`src/miw_pkg.sv`:
```
// Package: register map, field positions and reset values for the wake/irq group.
package miw_pkg;
  localparam logic [7:0] SLEEP_CONTROL_2_OFS = 8'h61;
  localparam logic [7:0] MGMT_IRQ_STATUS_7_OFS = 8'h64;
  localparam logic [7:0] MGMT_IRQ_ENABLE_7_OFS = 8'h66;
  localparam logic [7:0] WAKE_STATUS_7_OFS = 8'h68;
  localparam logic [7:0] WAKE_ENABLE_7_OFS = 8'h6c;
  localparam logic [7:0] GROUP_CTRL_OFS = 8'h70;
  localparam logic [7:0] GPIO_CFG_OFS = 8'h71;
  localparam logic [7:0] KBD_CFG_OFS = 8'h72;
  localparam logic [7:0] REG_RESET = 8'h00;
  localparam logic [7:0] SLEEP_RW_MASK = 8'h1c;
  localparam logic [7:0] IRQ_MASK = 8'h3f;
  localparam logic [7:0] WAKE_W1C_MASK = 8'h1f;
  localparam logic [7:0] WAKE_SRC_MASK = 8'h0f;
  localparam int SLEEP_EVENT_BIT = 5;
  localparam int KBD_BIT = 4;
  localparam int IRQ_MASTER_BIT = 7;
  localparam int WAKE_MASTER_BIT = 6;
  localparam int OPEN_DRAIN_BIT = 0;
  localparam int NUM_GPIO = 4;
  typedef enum logic [1:0] {
    EDGE_RISE,
    EDGE_FALL,
    EDGE_EITHER,
    EDGE_NONE
  } miw_edge_t;
endpackage : miw_pkg

```
`src/miw_edge_if.sv`:
```
// Interface: event detector link between top and edge detector.
interface miw_edge_if #(
  parameter int N = 4
);
  logic [N-1:0] lineIn;
  logic [N-1:0] invert;
  logic [2*N-1:0] edgeSel;
  logic [N-1:0] eventPulse;
  modport det (input lineIn, input invert, input edgeSel, output eventPulse);
  modport top (output lineIn, output invert, output edgeSel, input eventPulse);
endinterface : miw_edge_if

```
`src/miw_edge_det.sv`:
```
// Edge detector: per-line event pulses with polarity and either-edge select.
module miw_edge_det #(
  parameter int N = 4
) (
  input wire logic clk,
  input wire logic sys_rst,
  miw_edge_if.det edgeBus
);
  logic [N-1:0] prev_reg;
  logic [N-1:0] evt_next;

  // Tracks the pin through reset too, so a line held high gives no false edge after release
  always_ff @(posedge clk) begin
    prev_reg <= edgeBus.lineIn;
  end

  for (genvar i = 0; i < N; i++) begin : g_line
    logic rise;
    logic fall;
    logic evt;
    miw_pkg::miw_edge_t sel;
    assign sel = miw_pkg::miw_edge_t'(edgeBus.edgeSel[2*i +: 2]);
    assign rise = edgeBus.lineIn[i] & ~prev_reg[i];
    assign fall = ~edgeBus.lineIn[i] & prev_reg[i];
    always_comb begin
      unique case (sel)
        // Inversion swaps the active edge only for single-edge mode
        miw_pkg::EDGE_RISE: evt = edgeBus.invert[i] ? fall : rise;
        miw_pkg::EDGE_FALL: evt = edgeBus.invert[i] ? rise : fall;
        miw_pkg::EDGE_EITHER: evt = rise | fall;
        miw_pkg::EDGE_NONE: evt = 1'b0;
      endcase
    end
    assign evt_next[i] = evt;
  end

  assign edgeBus.eventPulse = evt_next;
endmodule : miw_edge_det

```
`src/miw_irq_wake.sv`:
```
// Top: interrupt and wake event aggregation for group 7.
// Contract
// - Sleep control 2 bits 1:0 and 7:6 read zero; bits 4:2 are storage.
// - Sleep control 2 bit 5 reads zero; writing one is an interrupt event.
// - That write sets status bit 5 of interrupt status 7.
// - Status 7 bits: gpio 0-3, keyboard pin 4, sleep write 5; write-one clears.
// - Interrupt enable 7 bits 0-5 gate sources onto group interrupt.
// - Wake status bits 0-3 set on gpio events regardless of enables.
// - Wake status survives main resets; cleared only by standby power-on reset.
// - Writing one to wake status bits 4:0 clears; zero leaves unchanged.
// - Disabled wake source still recorded but does not assert wake pin.
// - Either-edge mode sets wake, interrupt and misc status on both edges.
// - Polarity inversion does not affect alt clock or either-edge detection.
// - Interrupt pin inactive if group interrupt inactive or master enable zero.
// - Inactive interrupt pin floats if open-drain, drives high if push-pull.
// - Keyboard function 17 on both lines 20 and 62 works only on 62.
module miw_irq_wake #(
  parameter int NUM_GPIO = miw_pkg::NUM_GPIO
) (
  input wire logic clk,
  input wire logic sys_rst,
  input wire logic standbyPorRst,
  input wire logic [7:0] regAddr,
  input wire logic [7:0] regWdata,
  input wire logic regWrite,
  input wire logic regRead,
  output logic [7:0] regRdata,
  input wire logic [NUM_GPIO-1:0] gpioLine,
  input wire logic kbdPortPin16,
  input wire logic kbdPortPin17,
  output logic mgmtIrqPinOut,
  output logic mgmtIrqPinOe,
  output logic wakePinOut,
  output logic wakePinOe,
  output logic kbdPin17OnLine20,
  output logic kbdPin17OnLine62,
  output logic miscStatusPulse,
  output logic irqOut
);
  logic [7:0] sleepCtrl_reg;
  logic [7:0] irqStatus_reg;
  logic [7:0] irqEnable_reg;
  logic [7:0] wakeStatus_reg;
  logic [7:0] wakeEnable_reg;
  logic [7:0] groupCtrl_reg;
  logic [7:0] gpioCfg_reg;
  logic [7:0] kbdCfg_reg;
  logic [7:0] irqStatus_next;
  logic [7:0] wakeStatus_next;
  logic [7:0] rdata_next;
  logic kbdPrev_reg;
  logic kbdEvent;
  logic sleepWriteEvent;
  logic groupIrq;
  logic groupWake;
  logic irqActive;
  logic [NUM_GPIO-1:0] gpioEvent;
  logic [7:0] srcEvents;

  miw_edge_if #(.N(NUM_GPIO)) edgeBus ();

  assign edgeBus.lineIn = gpioLine;
  // Low nibble of gpio config: inversion; edge select in gpio cfg bits 7:4 plus kbd cfg bits 7:4
  assign edgeBus.invert = gpioCfg_reg[NUM_GPIO-1:0];
  assign edgeBus.edgeSel = {kbdCfg_reg[7:4], gpioCfg_reg[7:4]};
  assign gpioEvent = edgeBus.eventPulse;

  miw_edge_det #(.N(NUM_GPIO)) u_edge (
    .clk(clk),
    .sys_rst(sys_rst),
    .edgeBus(edgeBus)
  );

  logic wrSleep;
  logic wrIrqSts;
  logic wrWakeSts;
  assign wrSleep = regWrite && (regAddr == miw_pkg::SLEEP_CONTROL_2_OFS);
  assign wrIrqSts = regWrite && (regAddr == miw_pkg::MGMT_IRQ_STATUS_7_OFS);
  assign wrWakeSts = regWrite && (regAddr == miw_pkg::WAKE_STATUS_7_OFS);

  assign sleepWriteEvent = wrSleep && regWdata[miw_pkg::SLEEP_EVENT_BIT];
  assign kbdEvent = kbdPortPin16 & ~kbdPrev_reg;
  assign srcEvents = {2'b00, sleepWriteEvent, kbdEvent, gpioEvent};

  always_ff @(posedge clk) begin
    if (sys_rst) begin
      kbdPrev_reg <= 1'b0;
    end else begin
      kbdPrev_reg <= kbdPortPin16;
    end
  end

  always_ff @(posedge clk) begin
    if (sys_rst) begin
      sleepCtrl_reg <= miw_pkg::REG_RESET;
    end else if (wrSleep) begin
      sleepCtrl_reg <= regWdata & miw_pkg::SLEEP_RW_MASK;
    end
  end

  always_comb begin
    irqStatus_next = irqStatus_reg;
    if (wrIrqSts) begin
      irqStatus_next = irqStatus_next & ~regWdata;
    end
    // Set wins over a same-cycle clear
    irqStatus_next = (irqStatus_next | srcEvents) & miw_pkg::IRQ_MASK;
  end

  always_ff @(posedge clk) begin
    if (sys_rst) begin
      irqStatus_reg <= miw_pkg::REG_RESET;
    end else begin
      irqStatus_reg <= irqStatus_next;
    end
  end

  always_ff @(posedge clk) begin
    if (sys_rst) begin
      irqEnable_reg <= miw_pkg::REG_RESET;
      wakeEnable_reg <= miw_pkg::REG_RESET;
      groupCtrl_reg <= miw_pkg::REG_RESET;
      gpioCfg_reg <= miw_pkg::REG_RESET;
      kbdCfg_reg <= miw_pkg::REG_RESET;
    end else if (regWrite) begin
      unique case (regAddr)
        miw_pkg::MGMT_IRQ_ENABLE_7_OFS: irqEnable_reg <= regWdata & miw_pkg::IRQ_MASK;
        miw_pkg::WAKE_ENABLE_7_OFS: wakeEnable_reg <= regWdata & miw_pkg::WAKE_SRC_MASK;
        miw_pkg::GROUP_CTRL_OFS: groupCtrl_reg <= regWdata;
        miw_pkg::GPIO_CFG_OFS: gpioCfg_reg <= regWdata;
        miw_pkg::KBD_CFG_OFS: kbdCfg_reg <= regWdata;
        default: ;
      endcase
    end
  end

  always_comb begin
    wakeStatus_next = wakeStatus_reg;
    if (wrWakeSts) begin
      wakeStatus_next = wakeStatus_next & ~(regWdata & miw_pkg::WAKE_W1C_MASK);
    end
    // No enable term here: status records every gpio event
    wakeStatus_next = wakeStatus_next | {4'h0, gpioEvent};
  end

  // Only the standby power-on reset touches wake status, not sys_rst
  always_ff @(posedge clk) begin
    if (standbyPorRst) begin
      wakeStatus_reg <= miw_pkg::REG_RESET;
    end else begin
      wakeStatus_reg <= wakeStatus_next;
    end
  end

  assign groupIrq = |(irqStatus_reg & irqEnable_reg & miw_pkg::IRQ_MASK);
  assign groupWake = |(wakeStatus_reg & wakeEnable_reg)
    && groupCtrl_reg[miw_pkg::WAKE_MASTER_BIT];
  assign irqActive = groupIrq && groupCtrl_reg[miw_pkg::IRQ_MASTER_BIT];

  always_ff @(posedge clk) begin
    if (sys_rst) begin
      mgmtIrqPinOut <= 1'b1;
      mgmtIrqPinOe <= 1'b0;
    end else begin
      mgmtIrqPinOut <= ~irqActive;
      // Open-drain releases when idle; push-pull drives high
      mgmtIrqPinOe <= irqActive || !groupCtrl_reg[miw_pkg::OPEN_DRAIN_BIT];
    end
  end

  // Wake pin is open-drain: driven only while asserted
  always_ff @(posedge clk) begin
    if (standbyPorRst) begin
      wakePinOut <= 1'b1;
      wakePinOe <= 1'b0;
    end else begin
      wakePinOut <= ~groupWake;
      wakePinOe <= groupWake;
    end
  end

  always_ff @(posedge clk) begin
    if (sys_rst) begin
      kbdPin17OnLine20 <= 1'b0;
      kbdPin17OnLine62 <= 1'b0;
    end else begin
      // Line 62 wins when both lines select function 17
      kbdPin17OnLine62 <= groupCtrl_reg[2] && kbdPortPin17;
      kbdPin17OnLine20 <= groupCtrl_reg[1] && !groupCtrl_reg[2] && kbdPortPin17;
    end
  end

  always_ff @(posedge clk) begin
    if (sys_rst) begin
      miscStatusPulse <= 1'b0;
      irqOut <= 1'b0;
    end else begin
      miscStatusPulse <= |gpioEvent;
      irqOut <= groupIrq;
    end
  end

  always_comb begin
    unique case (regAddr)
      miw_pkg::SLEEP_CONTROL_2_OFS: rdata_next = sleepCtrl_reg & miw_pkg::SLEEP_RW_MASK;
      miw_pkg::MGMT_IRQ_STATUS_7_OFS: rdata_next = irqStatus_reg;
      miw_pkg::MGMT_IRQ_ENABLE_7_OFS: rdata_next = irqEnable_reg;
      miw_pkg::WAKE_STATUS_7_OFS: rdata_next = wakeStatus_reg;
      miw_pkg::WAKE_ENABLE_7_OFS: rdata_next = wakeEnable_reg;
      miw_pkg::GROUP_CTRL_OFS: rdata_next = groupCtrl_reg;
      miw_pkg::GPIO_CFG_OFS: rdata_next = gpioCfg_reg;
      miw_pkg::KBD_CFG_OFS: rdata_next = kbdCfg_reg;
      default: rdata_next = 8'h00;
    endcase
  end

  always_ff @(posedge clk) begin
    if (sys_rst) begin
      regRdata <= 8'h00;
    end else begin
      regRdata <= regRead ? rdata_next : 8'h00;
    end
  end

  a_sleep_sets_status: assert property (@(posedge clk) disable iff (sys_rst)
    sleepWriteEvent |=> irqStatus_reg[5]) else $error("sleep write did not set status");
  a_sleep_read_zero: assert property (@(posedge clk) disable iff (sys_rst)
    $past(regRead) && $past(regAddr) == 8'h61 |-> (regRdata & 8'he3) == 8'h00)
    else $error("sleep ctrl reserved bits nonzero");
  a_irq_clear_w1c: assert property (@(posedge clk) disable iff (sys_rst)
    wrIrqSts && regWdata[0] && !gpioEvent[0] |=> !irqStatus_reg[0])
    else $error("status bit not cleared");
  a_wake_sets_any: assert property (@(posedge clk) disable iff (standbyPorRst)
    gpioEvent[0] |=> wakeStatus_reg[0]) else $error("wake status not set");
  a_wake_zero_keeps: assert property (@(posedge clk) disable iff (standbyPorRst)
    wrWakeSts && regWdata == 8'h00 && gpioEvent == '0
    |=> wakeStatus_reg == $past(wakeStatus_reg))
    else $error("zero write changed wake status");
  a_wake_keeps_rst: assert property (@(posedge clk) disable iff (standbyPorRst)
    sys_rst && !wrWakeSts |=> (wakeStatus_reg & $past(wakeStatus_reg)) == $past(wakeStatus_reg))
    else $error("wake status lost on reset");
  a_irq_pin_master: assert property (@(posedge clk) disable iff (sys_rst)
    !groupCtrl_reg[7] |=> mgmtIrqPinOut) else $error("irq pin active without master");
  a_irq_pin_idle: assert property (@(posedge clk) disable iff (sys_rst)
    !irqActive && !groupCtrl_reg[0] |=> mgmtIrqPinOe && mgmtIrqPinOut)
    else $error("push-pull idle not high");
  a_wake_disabled: assert property (@(posedge clk) disable iff (standbyPorRst)
    wakeEnable_reg == 8'h00 |=> !wakePinOe) else $error("wake pin active while disabled");
  a_kbd17_priority: assert property (@(posedge clk) disable iff (sys_rst)
    groupCtrl_reg[2] |=> !kbdPin17OnLine20) else $error("function 17 on both lines");
endmodule : miw_irq_wake

```
`config.mk`:
```
export PLATFORM = sky130hd
export DESIGN_NAME = miw_irq_wake
export DESIGN_NICKNAME = d
export VERILOG_FILES = /design/src/miw_pkg.sv /design/src/miw_edge_if.sv /design/src/miw_edge_det.sv /design/src/miw_irq_wake.sv
export SDC_FILE = /design/constraint.sdc
export NUM_CORES = 1
export LEC_CHECK = 0
export BUFFER_PORTS_ARGS = -buffer_cell sky130_fd_sc_hd__buf_2
export CAP_MARGIN = 20
export CORE_MARGIN = 3
export CORE_UTILIZATION = 50
export DETAILED_ROUTE_END_ITERATION = 7
export GPL_ROUTABILITY_DRIVEN = 0
export HOLD_SLACK_MARGIN = 0.15
export PLACE_DENSITY = 0.76
export SYNTH_ARGS = -nofsm -noshare
export SYNTH_HDL_FRONTEND = slang
export SYNTH_SLANG_ARGS = --single-unit
```
`constraint.sdc`:
```
create_clock -name clk -period 1.18 [get_ports clk]
set_input_delay 0.059 -clock clk [delete_from_list [all_inputs] [get_ports clk]]
set_output_delay 0.059 -clock clk [all_outputs]
set_load 0.02 [all_outputs]
```
After elaboration in Yosys (flattened, before gate mapping)

Index checks and enable logic that the tools add are counted.

Reduce and logical (&&, ||, !) cells: 25
Multiplexer cells: 15
Bitwise operators: 33
Eq/ne operators: 20

Operators by type and width:

| cell                 | number |
|---|---|
| $eq A8 B7 Y1 const B | 8 |
| $pmux W8 S8          | 1 |
| $eq A2 B2 Y1 const B | 8 |
| $pmux W1 S4          | 4 |
| $and A6 B6 Y6        | 2 |
| $not A1 Y1           | 12 |
| $reduce_and A2 Y1    | 5 |
| $and A1 B1 Y1        | 9 |
| $logic_and A1 B1 Y1  | 9 |
| $and A8 B4 Y8        | 1 |
| $and A8 B8 Y8        | 1 |
| $eq A2 B1 Y1 const B | 4 |
| $logic_not A2 Y1     | 4 |
| $mux W1              | 8 |
| $mux W8              | 1 |
| $not A5 Y8           | 1 |
| $or A8 B4 Y8         | 1 |
| $reduce_or A8 Y1     | 1 |
| $mux W6              | 1 |
| $not A6 Y6           | 1 |
| $or A6 B6 Y6         | 1 |
| $reduce_or A6 Y1     | 1 |
| $or A1 B1 Y1         | 4 |
| $reduce_or A4 Y1     | 1 |
| other kinds (3)      | 4 |

Logic and storage cells: 112
Bits in registers: 72
Output and inout port bits: 16

Depth between registers and ports, before layout

Gate-level depths: netlist of the first run.

Word-level depth: 5
Mapped depth: 7

Hierarchy

Synthesis of the first run repeated with hierarchy kept, for this count alone.

Cell total of the unflattened synthesis: 342
Area total of the unflattened synthesis: 3,183.1 µm²

Modules (own cells, without submodules):

| module       | cells each | area each (µm²) | times used |
|---|---|---|---|
| miw_irq_wake | 300        | 2,817.7         | 1 |
| miw_edge_det | 42         | 365.4           | 1 |

Worst setup path before layout of the first run

No wires, ideal clock.

Path type: register -> register
From: reg gpioCfg_reg[6]
To: reg miscStatusPulse
Arrival: 1.151 ns
Cell stages (with the launch flop): 5
Data required time: 1.040 ns
Library setup time: 0.140 ns
Slack: -0.111 ns
Buffers on the path: 0
Path through: dfxtp_1 xor2_1 mux2_2 mux2i_1 a41oi_1

Cells in the longest elaborated chain, start to end: 3

RTL lines:

| element                              | RTL line            | text |
|---|---|---|
| start, declared                      | miw_irq_wake.sv:46  | `logic [7:0] gpioCfg_reg;` |
| start signal, assigned               | miw_irq_wake.sv:123 | `gpioCfg_reg <= miw_pkg::REG_RESET;` |
| start signal, assigned               | miw_irq_wake.sv:130 | `miw_pkg::GPIO_CFG_OFS: gpioCfg_reg <= regWdata;` |
| $eq A2 B2 Y1 (tied with other cells) | miw_edge_det.sv:26  | `unique case (sel)` |
| $pmux W1 S4 *                        | miw_edge_det.sv:26  |  |
| $reduce_or A4 Y1 *                   | miw_irq_wake.sv:198 | `miscStatusPulse <= \|gpioEvent;` |
| end signal, assigned                 | miw_irq_wake.sv:198 |  |
| end, declared                        | miw_irq_wake.sv:37  | `output logic miscStatusPulse,` |

Every way passes the cells marked *; elsewhere a longest branch is shown, timed or not.
A chain may end at the register's enable or synchronous reset.

Final worst setup path of the first run

From: reg gpioCfg_reg[3]
To: reg irqStatus_reg[3]

Cells in the longest elaborated chain, start to end: 3

RTL lines:

| element                    | RTL line                               | text |
|---|---|---|
| $mux W1 (on tied branches) | miw_edge_det.sv:29, miw_edge_det.sv:28 |  |
| $pmux W1 S4 *              | miw_edge_det.sv:26                     |  |
| $or A6 B6 Y6 *             | miw_irq_wake.sv:107                    | `irqStatus_next = (irqStatus_next \| srcEvents) & miw_pkg::IRQ_MASK;` |
| end signal, assigned       | miw_irq_wake.sv:112                    | `irqStatus_reg <= miw_pkg::REG_RESET;` |
| end signal, assigned       | miw_irq_wake.sv:114                    | `irqStatus_reg <= irqStatus_next;` |
| end, declared              | miw_irq_wake.sv:41                     | `logic [7:0] irqStatus_reg;` |

Marks and branches as above.

==> results list, run 1 <==
* Result of the run: finished with violations
* Violated checks: negative setup slack
- Nets: 475
* Multiplexer share of the synthesized area: 16.64%
- The final critical path takes up 115.5% of the cycle.
- Critical path arrival: 1.60 ns
- Depth of the worst register-to-register path: 5
- In this run the critical register-to-register path is launched from gpioCfg_reg[3].
- Combined global-route utilization of all metal layers: 25.23%
* Number of inserted filler cells in the final layout: 467
- The most used flip-flop cell after synthesis is dfxtp_1.
- Die outline area: 0.007631 mm²
- The first TritonRoute pass finished after 5 iterations.
- Worst reg-to-reg setup slack: -0.18 ns
- Sequential cells were found to cover 41.74% of the synthesized design area.
* Post-route DRC violation count: 0
- End point of the most critical hold path: irqEnable_reg[5]
- The first global-routing pass estimated 14,630 µm of wire.
- Avg Cell Area, Syn: 9.705 µm²
* Clock transition at the registers of the reported paths: 0.08 ns
- The H-tree generated during clock tree synthesis spans 3 levels.
- Width of the die: 87.36 µm
- Leakage power figure: 0.002114 µW
- The worst setup path is launched from a flop.
- Yosys warning count: 0
- Number of global-route vias before repair: 3,012
* Class of the tightest hold or removal check: input pin to flop
- In this run the most critical hold path is launched from sys_rst.
- Yosys mapped a number of flops with a built-in enable equal to 0.
* Crit-path max FO: 3
* Worst slew margin relative to its limit: 75.41%
- Met1 track demand over resource in global routing: 32.92%
* Setup repair after global routing missed its margin: true
- The die is 87.36 µm tall.
- The top cell types in the final layout, fill and taps aside, are 59 x dfxtp_1, 46 x nor2_1, 42 x mux2i_1, 42 x buf_2, 42 x buf_4.
- In this run, synthesis produced a sequential element count of 69.
* Number of violations of the max-capacitance limit: 0
- Share of flip-flops with an asynchronous set or reset: 0%
- After global routing, the most crowded layer is met2.
- Largest buffer count on any clock path: 2
* Congestion Overflow GR: 0
* Antenna diodes: 0
- Pin slew with the least headroom to its limit: 0.3689 ns
- Synthesized cell area: 0.003309 mm²
- Number of routed nets with antenna violations: 0
- The number of pins with negative max-slew slack in the final report came to 0.
- The worst hold path passes through 3 cells.
- Power Density: 1181 mW/mm²
- Cell area after placement: 0.003924 mm²
* Simple-gate area share of the yosys netlist: 20.23%
* Top Ports: 43
* TritonCTS clock tree: done
- The number of nets handed over by synthesis was 376.
- Between clock sinks in the finished design, the worst skew comes to 0.01191 ns.
- Dividing the detail-routed via count by the number of cells gives 5.697.
* Number of library cell types mapped by synthesis: 57
- The wire-length estimate of the detail-placed layout is 6225 µm.
* Area overhead of the layout relative to synthesis: 35.88%
* Routed wire per std cell: 17.42 µm
* Synthesized-area fraction occupied by adder cells: 3.025%
* Nature of the critical path endpoint: flop
- Clock tree synthesis inserted a total of 9 buffers.
- Number of standard cells after synthesis: 341
* Final instance area: 0.004497 mm²
- RR Endpoint: irqStatus_reg[3]
* IR drop worst, VDD: 0.0009386 V
- Global routing consumed, on the met3 layer, 5.866% of the routing resources.
* Maximum number of pins on one net before global-route repair: 51
- Across all layers, the routed design uses 2,974 vias.
- The setup path with the least slack is of type flop to flop.
- In this run the clock root is driven by a clkbuf_8.
* Final hold violation count: 0
- The initial antenna violation count was 0.
- Clock latency on the worst-skew pair, taken at its later pin, is 0.35 ns.
- In this run the tool buffered the top-level ports with 42 buffer cells.
- In this run, the number of DRC markers left after iteration 0 of detailed routing was 161.
* Clock sink total: 69
* Layout cells sized above 1: 35.06%
- Maximum operating frequency: 734.0 MHz
* GR Util met2: 39.52%
- Routed Wire Length: 9093 µm
* Setup tns final: -1.340 ns
- The worst path in the final design needs a cycle of 1.362 ns, including I/O delays and setup.
- Xor/xnor share of the synthesized area: 1.059%
* Core region area: 0.006386 mm²
- Dominant combinational cell family by area after synthesis: simple AND/OR/NAND/NOR gates
- Setup violations remaining at the end of the flow were counted as 10.
* Initial core utilization: 51.82%
- Commonest non-fill, non-tap cell in the layout: dfxtp_1
- Across all setup checks in the final design, the least slack found is -0.1824 ns.
* Placement row count: 29
- The synthesized netlist devotes 12.02% of its cell area to compound gates.
* Required time at the endpoint of the critical path: 1.42 ns
area by class of cell:
| class | count | area (µm²) | share of cell area (%) |
|---|---|---|---|
| sequential | 69 | 1401 | 31.16 |
| inverter | 18 | 67.56 | 1.503 |
| multi-input combinational | 235 | 1892 | 42.07 |
| tap | 77 | 96.34 | 2.142 |
| clock inverter | 5 | 106.4 | 2.365 |
| timing repair buffer | 107 | 792.0 | 17.61 |
| clock buffer | 11 | 141.4 | 3.144 |
logic make-up after synthesis:
kind of cell | count (synthesis)
xor gates and xnor gates | 4
AOI/OAI and AO/OA | 62
buffers and inverters | 37
and+or+nand+nor | 107
muxes | 54
DFF | 69
adders and majority gates | 8
worst max path at each step:
stage	endpoint	cells past startpoint	slack, ns	start
detailed placement	miscStatusPulse	4	-0.31	gpioCfg_reg[3]
global placement	miscStatusPulse	4	-0.34	gpioCfg_reg[3]
finish	irqStatus_reg[3]	5	-0.18	gpioCfg_reg[3]
floorplan	miscStatusPulse	4	-0.08	kbdCfg_reg[6]
CTS	miscStatusPulse	4	-0.19	gpioCfg_reg[3]
global route	irqStatus_reg[3]	5	-0.21	gpioCfg_reg[3]
repair_timing:
action,4_1_cts,5_1_grt
endpoints found under the setup margin,10,11
resized for setup,17,21
hold buffers,15,0
pin swaps,8,4
hold endpoints to repair,48,0
setup buffers,1,1
cells in the mapped netlist (4+ instances only):
master    instances  area (µm²)
nand3_1           6       30.03
mux2_2            8       90.09
nor2b_1           5       31.28
nand4_1           4       25.02
and3b_1           5       43.79
a22oi_1           6       45.04
inv_1            18       67.56
nor3_1            4       20.02
buf_2             4       20.02
clkbuf_1          6       22.52
nand3b_1         10       75.07
dfxtp_1          69        1381
o21ai_0          15       75.07
mux2i_1          46       460.4
ha_1              8       100.1
buf_4             6       45.04
a21oi_1          18       90.09
xor2_1            4       35.03
nor2_1           46       172.7
critical path: stages (launching register included):
cell	delay [ns]
dfxtp_4	0.36
xor2_2	0.17
mux2_4	0.33
mux2i_4	0.20
buf_4	0.15
a21oi_2	0.04
power by group:
| part | internal (µW) | total [µW] | switching, µW |
|---|---|---|---|
| clock | 1470 | 2400 | 929 |
| sequential | 2360 | 2380 | 26.3 |
| combinational | 247 | 526 | 279 |
| total | 4070 | 5310 | 1230 |
layer usage:
layer,up-vias,part of all wire [%]
li1,1407,-
met1,1438,43
met2,100,48
met3,29,5.7
met4,0,3.4
met5,-,0
metrics by stage:
stage          hold WS [ns]  total power, µW  util (%)  setup WS (ns)  std cells
2_1_floorplan       0.08672             2666         -       -0.07953        341
3_3_place_gp         0.1901             2868     61.44        -0.3406        490
3_5_place_dp         0.1963             2876     61.44        -0.3141        490
4_1_cts              0.1850             5314     69.06        -0.1865        522
5_1_grt              0.1920             5476     70.42        -0.2130        522
6_report             0.1784             5309     70.42        -0.1824        522
Power figures use the tool's default switching activity.
==> inputs of run 2 (changes only) <==
==> constraint.sdc (replaced) <==
create_clock -name clk -period 1.18 [get_ports clk]
set_input_delay 0.295 -clock clk [delete_from_list [all_inputs] [get_ports clk]]
set_output_delay 0.295 -clock clk [all_outputs]
set_load 0.02 [all_outputs]
==> run 2 against run 1 <==
Compared with the run above:
- the flow still finishes with violations (negative setup slack)
- global-route usage hardly changed
- combinational power is 5.1% higher
- non-clock buffer count is 5 lower
- worst hold slack better by 0.0026 ns
- clock skew is 0.0010 ns higher
- sequential share of layout area is 0.11 points higher
- power is 6.0% lower
- routed wire length is 3.0% higher
- sequential power hardly changed
- critical endpoint is now miscStatusPulse
- largest power group is now sequential cells
==> results list, run 2 (synthesis gave the netlist of run 1 again) <==
- Post-route DRC violation count: 0
- For this design, the slowest cell found on the critical path is dfxtp_2.
* Result of the run: finished with violations
- The tree built by TritonCTS fans out to 69 sinks.
* Class of the tightest hold or removal check: input pin to flop
- For flop-to-flop paths, the worst setup slack is -0.23 ns.
- Insertion delay to the later sink of the worst-skew pair: 0.35 ns
- Maximum operating frequency: 708.9 MHz
* Violated checks: negative setup slack
* Crit Path Class: flop to flop
- CTS HTree Levels: 3
- 1st-iter DRT viols: 227
- Final worst-path cycle share: 119.5%
- The core region is 0.006386 mm².
- Number of violations of the max-capacitance limit: 0
- Setup slack on the critical path of the routed design comes to -0.2306 ns.
* Startpoint kind of the worst setup timing path: flop
* Clock Skew: 0.01295 ns
- TritonCTS built the clock tree.
- In the final layout, the multi-input gates occupy 0.001934 mm².
- In this run the clock root is driven by a clkbuf_8.
* DR pass1 iterations: 6
- The initial antenna violation count was 0.
- Final setup violating endpoints: 10
- Setup repair after global routing could not meet its margin everywhere.
* Leakage power figure: 0.002100 µW
- The number of global-route vias before repair was 2,913.
* Clock network fraction of total power: 41.0%
* Routed wire per std cell: 18.11 µm
* Sequential Area: 0.001394 mm²
* Power Density: 1120 mW/mm²
- Final hold violation count: 0
- Using the TritonRoute via totals, the vias-per-cell ratio works out to 5.720.
- Congestion Overflow GR: 0
- Summed over all nets, the half-perimeter wirelength after detailed placement is 6495 µm.
- Measured against its own limit, the worst slew margin works out to 78.47%.
- Entering global routing, the biggest net connects 51 pins.
* Wire length of the first global-routing pass: 14,590 µm
- Number of inserted filler cells in the final layout: 487
* NetSw: 1220 µW
- For the worst setup path, the data required time is 1.39 ns.
- Critical path cell sequence: xor2_1 > mux2_4 > mux2i_1 > buf_4 > a41oi_2
* Routed Wire Length: 9362 µm
* Area overhead of the layout relative to synthesis: 34.67%
* Width of the die: 87.36 µm
- Pin slew with the least headroom to its limit: 0.3218 ns
- Delay contributed by the slowest stage of the critical path: 0.34 ns
- Nets: 470
- Internal power: 3772 µW
- Combinational power share: 11.1%
- Number of input and output port buffers inserted: 42
- Combined global-route utilization of all metal layers: 25.24%
- Slew Limit Fails: 0
- Placement row count: 29
- Top Ports: 43
- For this configuration, the core starts out at a cell density of 51.82%.
- Most used cells in the layout excluding fill and tap cells: 59 x dfxtp_1, 49 x buf_4, 45 x nor2_1, 44 x mux2i_1, 38 x buf_2
* Antenna diodes: 0
- The worst setup path is captured at a flop.
* Total CTS buffers: 9
- Vias: 2,957
* Min Clock Period, post-route: 1.411 ns
- Clock transition at the registers of the reported paths: 0.08 ns
- Layout cells sized above 1: 37.95%
- Data arrives at the worst endpoint at 1.62 ns.
- The floorplan step defined a die boundary enclosing 0.007631 mm².
* Largest buffer count on any clock path: 2
- Commonest non-fill, non-tap cell in the layout: dfxtp_1
- IR drop worst, VDD: 0.0008308 V
- In this run the remaining antenna-violating nets after routing total 0.
* Share of total power consumed by net switching: 24.45%
* Finished Core Util: 69.79%
* Cell count after placement: 491
* Die outline height: 87.36 µm
- Crit-path max FO: 3
- Sequential share of power: 47.9%
- Total power draw: 4993 µW
* Number of standard cells in the layout, taps in and fillers out: 517
## run 2: cell count changes in the layout (fill, tap and decap cells not counted), moves of 3 or more
cell,delta
o21ai_0,-5
o21ai_1,+5
buf_4,+7
dfxtp_2,+3
nor3_2,+4
dlygate4sd3_1,-11
buf_2,-4
nor3_1,-4
dfxtp_4,-3
buf_6,+3
## run 2: stage by stage
stage / hold WS [ns] / setup TNS [ns] / area [µm²] / setup WS, ns
after floorplan: 0.3227 / -5.981 / 3416 / -0.1912
after global placement: 0.4262 / -17.82 / 3954 / -0.3845
after detailed placement: 0.4333 / -19.81 / 3954 / -0.4471
after CTS: 0.1673 / -1.732 / 4325 / -0.2345
after global routing: 0.1958 / -2.243 / 4457 / -0.2765
final: 0.1810 / -1.680 / 4457 / -0.2306
## run 2: final cells by class
type                            instances  share of cell area [%]
Sequential cell                        69                   31.27
Multi-Input combinational cell        235                   43.40
Inverter                               18                   1.516
Timing Repair Buffer                  102                   16.90
Clock buffer                           13                   3.790
Clock inverter                          3                  0.9545
Tap cell                               77                   2.162
## run 2: repair_timing
| item | in CTS | in global routing |
|---|---|---|
| endpoints found under the setup margin | 17 | 49 |
| gates cloned | 0 | 1 |
| setup buffers | 3 | 2 |
| pin swaps | 8 | 9 |
| gates resized for setup | 24 | 29 |
| endpoints found under the hold margin | 4 | 0 |
| hold buffers | 4 | 0 |
## run 2: power groups by stage
| stage | logic (µW) | clock network [µW] | registers [µW] |
|---|---|---|---|
| floorplan | 252 | 0 | 2440 |
| global placement | 449 | 0 | 2440 |
| detailed placement | 463 | 0 | 2440 |
| CTS | 509 | 2070 | 2390 |
| global route | 590 | 2160 | 2390 |
| finish | 553 | 2050 | 2390 |
## run 2: path summary, 6_finish.rpt
| kind | startpoint | to | cells past startpoint |
|---|---|---|---|
| worst min register to register | kbdPrev_reg | irqStatus_reg[4] | 2 |
| worst min-delay path | kbdPortPin16 | kbdPrev_reg | 2 |
| worst max register to register | gpioCfg_reg[2] | miscStatusPulse | 5 |
| worst max-delay path | gpioCfg_reg[2] | miscStatusPulse | 5 |
## run 2: per-layer routing
metal / GRT usage, % / up-vias / wire length, µm
met5: 0 / - / 0
met4: 9.484 / 0 / 175
met3: 3.595 / 17 / 596
met2: 42.95 / 109 / 4532
met1: 32.17 / 1430 / 4058
li1: - / 1401 / -
## run 2: critical path: cells and delay by family, from the launching register on
kind,cells,cell delay [ns]
muxes,2,0.44
xor gates and xnor gates,1,0.18
AOI/OAI and AO/OA,1,0.14
DFF,1,0.34
buffers and inverters,1,0.17
==> inputs of run 3 (changes only) <==
--- a/config.mk
+++ b/config.mk
@@ -5,14 +5,14 @@
 export SDC_FILE = /design/constraint.sdc
 export NUM_CORES = 1
 export LEC_CHECK = 0
-export BUFFER_PORTS_ARGS = -buffer_cell sky130_fd_sc_hd__buf_2
 export CAP_MARGIN = 20
 export CORE_MARGIN = 3
 export CORE_UTILIZATION = 50
 export DETAILED_ROUTE_END_ITERATION = 7
+export DONT_BUFFER_PORTS = 1
 export GPL_ROUTABILITY_DRIVEN = 0
 export HOLD_SLACK_MARGIN = 0.15
-export PLACE_DENSITY = 0.76
+export PLACE_DENSITY = 0.71
 export SYNTH_ARGS = -nofsm -noshare
 export SYNTH_HDL_FRONTEND = slang
 export SYNTH_SLANG_ARGS = --single-unit
==> run 3 against run 2 <==
Compared with the run above:
- the run still ends with negative setup slack left
- non-clock buffer count decreased by 59
- clock power decreased by 11%
- maximum frequency increased by 4.1%
- worst hold slack got worse by 0.18 ns
- sequential share of layout area increased by 3.1 points
- design area decreased by 8.8%
- via count decreased by 9.4%
- largest power group unchanged
- critical path depth unchanged
- die area unchanged
- flip-flop and latch count unchanged
- first-iteration DRC count decreased by 1.8%
==> results list, run 3 (synthesis gave the netlist of run 1 again) <==
- The run finished, with violations left.
* Violated checks: negative setup slack
* Number of inserted filler cells in the final layout: 528
- Including well taps, the total number of placed cells is 432.
- DP HPWL: 5897 µm
* Final hold violation count: 0
- Congestion Overflow GR: 0
- Final Worst Setup Slack: -0.1750 ns
- TritonCTS built the clock tree.
- Of the cells placed in the final design, the portion with a size suffix greater than 1 is 27.89%.
- The initial utilization of the core area, before any placement, comes to 51.82%.
- The count of buffers added on input and output ports is 0.
- Clock Skew: 0.009331 ns
- Required time at the endpoint of the critical path: 1.41 ns
* Number of standard cells in the layout, taps in and fillers out: 457
* Core region area: 0.006386 mm²
* Hold path startpoint: standbyPorRst
- Internal power: 3486 µW
- Number of global-route vias before repair: 2,588
- Dividing the detail-routed via count by the number of cells gives 5.860.
* Vias: 2,678
* Insertion delay to the later sink of the worst-skew pair: 0.34 ns
- Entering global routing, the biggest net connects 52 pins.
- After clock tree synthesis, the clock-pin slew on the worst setup and hold paths is 0.07 ns.
* Setup tns final: -1.361 ns
* End point of the most critical hold path: wakeStatus_reg[1]
- Combined global-route utilization of all metal layers: 23.22%
- Total power draw: 4517 µW
* Number of routed nets with antenna violations: 0
* Hold Buf Count CTS: 7
- Crit Path Class: flop to flop
* 1st-iter DRT viols: 223
- Crit-path max FO: 2
- Area overhead of the layout relative to synthesis: 22.84%
- Across all register-to-register paths, the minimum setup slack is -0.18 ns.
- Nets: 411
- Dividing total power by cell area gives a power density of 1111 mW/mm².
- The analysis attributes to cell leakage a power of 0.001809 µW.
- Setup repair after global routing missed its margin: true
- The share of total power dissipated in sequential elements is 53.1%.
- Among all stages on the critical path, the largest delay is contributed by dfxtp_2.
* Commonest non-fill, non-tap cell in the layout: dfxtp_1
* Hold path depth: 1
* Critical path cell sequence: xor2_2 > mux2_4 > mux2i_4 > buf_6 > a21oi_2
- Measured along the y axis, the die boundary spans 87.36 µm.
- RR Endpoint: wakeStatus_reg[2]
* Placement row count: 29
- Cells fill 63.66% of the core in the end.
* Top Ports: 43
- Cell at the root of the clock tree: clkbuf_8
- In the routed design, unresolved DRC markers number 0.
- Critical path arrival: 1.59 ns
- Routed Wire Length: 8560 µm
- Counting along the longest clock path gives a buffer depth of 2.
- CTS saw 69 sinks.
* Nature of the critical path endpoint: flop
* CTS HTree Levels: 3
- Slew Limit Fails: 0
- The share of total power dissipated in the clock network is 40.3%.
- Min Clock Period, post-route: 1.355 ns
- Buffers inserted during clock tree synthesis total 9.
* Final worst-path cycle share: 114.8%
- Routed wire per std cell: 18.73 µm
* Pin slew with the least headroom to its limit: 0.3591 ns
- In the layout the commonest cells are 58 x dfxtp_1, 46 x nor2_1, 42 x mux2i_1, 30 x buf_4, 18 x inv_1.
- Measured in cells, the most critical reg-to-reg path has a length of 5.
- Share of total power consumed by net switching: 22.84%
- The min-delay analysis places its worst path in the category input pin to flop.
- Combinational power share: 6.6%
- The first global-routing pass estimated 13,400 µm of wire.
- 0 antenna diodes ended up in the layout.
- Width of the die: 87.36 µm
- Final setup violating endpoints: 11
- The floorplan step defined a die boundary enclosing 0.007631 mm².
- On the worst path, the slowest cell contributes a delay of 0.35 ns.
* Beginning of the worst register-to-register path: kbdCfg_reg[4]
- IR drop worst, VDD: 0.0006785 V
- The worst setup path is launched from a flop.
* Maximum operating frequency: 738.0 MHz
* Worst slew margin relative to its limit: 75.97%
- Antenna violations before repair: 0
- The tool flagged a number of max-cap violations equal to 0.
- NetSw: 1032 µW
- DR pass1 iterations: 4
==> run 3: cell count changes in the layout (fill, tap and decap cells not counted), sizes merged <==
cell,before,now
buf,97,36
clkbuf,14,10
dlygate4sd3,4,7
clkinv,1,3
==> run 3: worst max-delay path by stage <==
stage | slack (ns) | cells past startpoint | start | end
3_5_place_dp | -0.35 | 5 | gpioCfg_reg[2] | wakeStatus_reg[2]
6_report | -0.18 | 5 | kbdCfg_reg[4] | wakeStatus_reg[2]
4_1_cts | -0.18 | 5 | gpioCfg_reg[2] | irqStatus_reg[2]
5_1_grt | -0.21 | 6 | u_edge.prev_reg[2] | wakeStatus_reg[2]
2_1_floorplan | -0.19 | 5 | regAddr[3] | groupCtrl_reg[7]
3_3_place_gp | -0.30 | 5 | gpioCfg_reg[2] | irqStatus_reg[2]
==> run 3: power by group through the flow <==
stage / registers [µW] / clock network [µW] / logic (µW)
6_report: 2400 / 1820 / 300
5_1_grt: 2400 / 1940 / 325
4_1_cts: 2400 / 1860 / 297
3_5_place_dp: 2450 / 0 / 232
3_3_place_gp: 2450 / 0 / 224
2_1_floorplan: 2440 / 0 / 252
==> run 3: worst max-delay path: cells and delay by family, from the launching register on <==
kind            cells  cell delay [ns]
compound gates      1             0.05
flops               1             0.35
xor+xnor            1             0.15
buf+inv             1             0.15
mux                 2             0.56
==> run 3: layer usage <==
layer | part of all wire [%] | vias up | global-route usage (%)
li1 | - | 1279 | -
met1 | 45 | 1291 | 31.57
met2 | 45 | 92 | 36.10
met3 | 7.9 | 16 | 5.487
met4 | 2.4 | 0 | 7.810
met5 | 0 | - | 0
==> run 3: what timing repair did <==
item | in CTS | in global routing
endpoints found under the setup margin | 10 | 14
buffers inserted | 2 | 1
hold endpoints to repair | 61 | 55
pin swaps | 6 | 7
resized for setup | 31 | 12
==> run 3: final cells by class <==
type	instances	area (µm²)	area share (%)
Clock buffer	10	127.6	3.139
Clock inverter	5	52.55	1.293
Inverter	18	67.56	1.662
Multi-Input combinational cell	235	1961	48.23
Sequential cell	69	1398	34.38
Tap cell	77	96.34	2.370
Timing Repair Buffer	43	362.8	8.926
==> run 3: through the flow <==
step | setup slack, ns | hold slack, ns | instance area [µm²]
5_1_grt | -0.2102 | -0.003859 | 4065
3_3_place_gp | -0.3046 | 0.3228 | 3603
6_report | -0.1750 | 0.004453 | 4065
4_1_cts | -0.1770 | -0.006588 | 4013
3_5_place_dp | -0.3496 | 0.3229 | 3603
2_1_floorplan | -0.1912 | 0.3227 | 3416
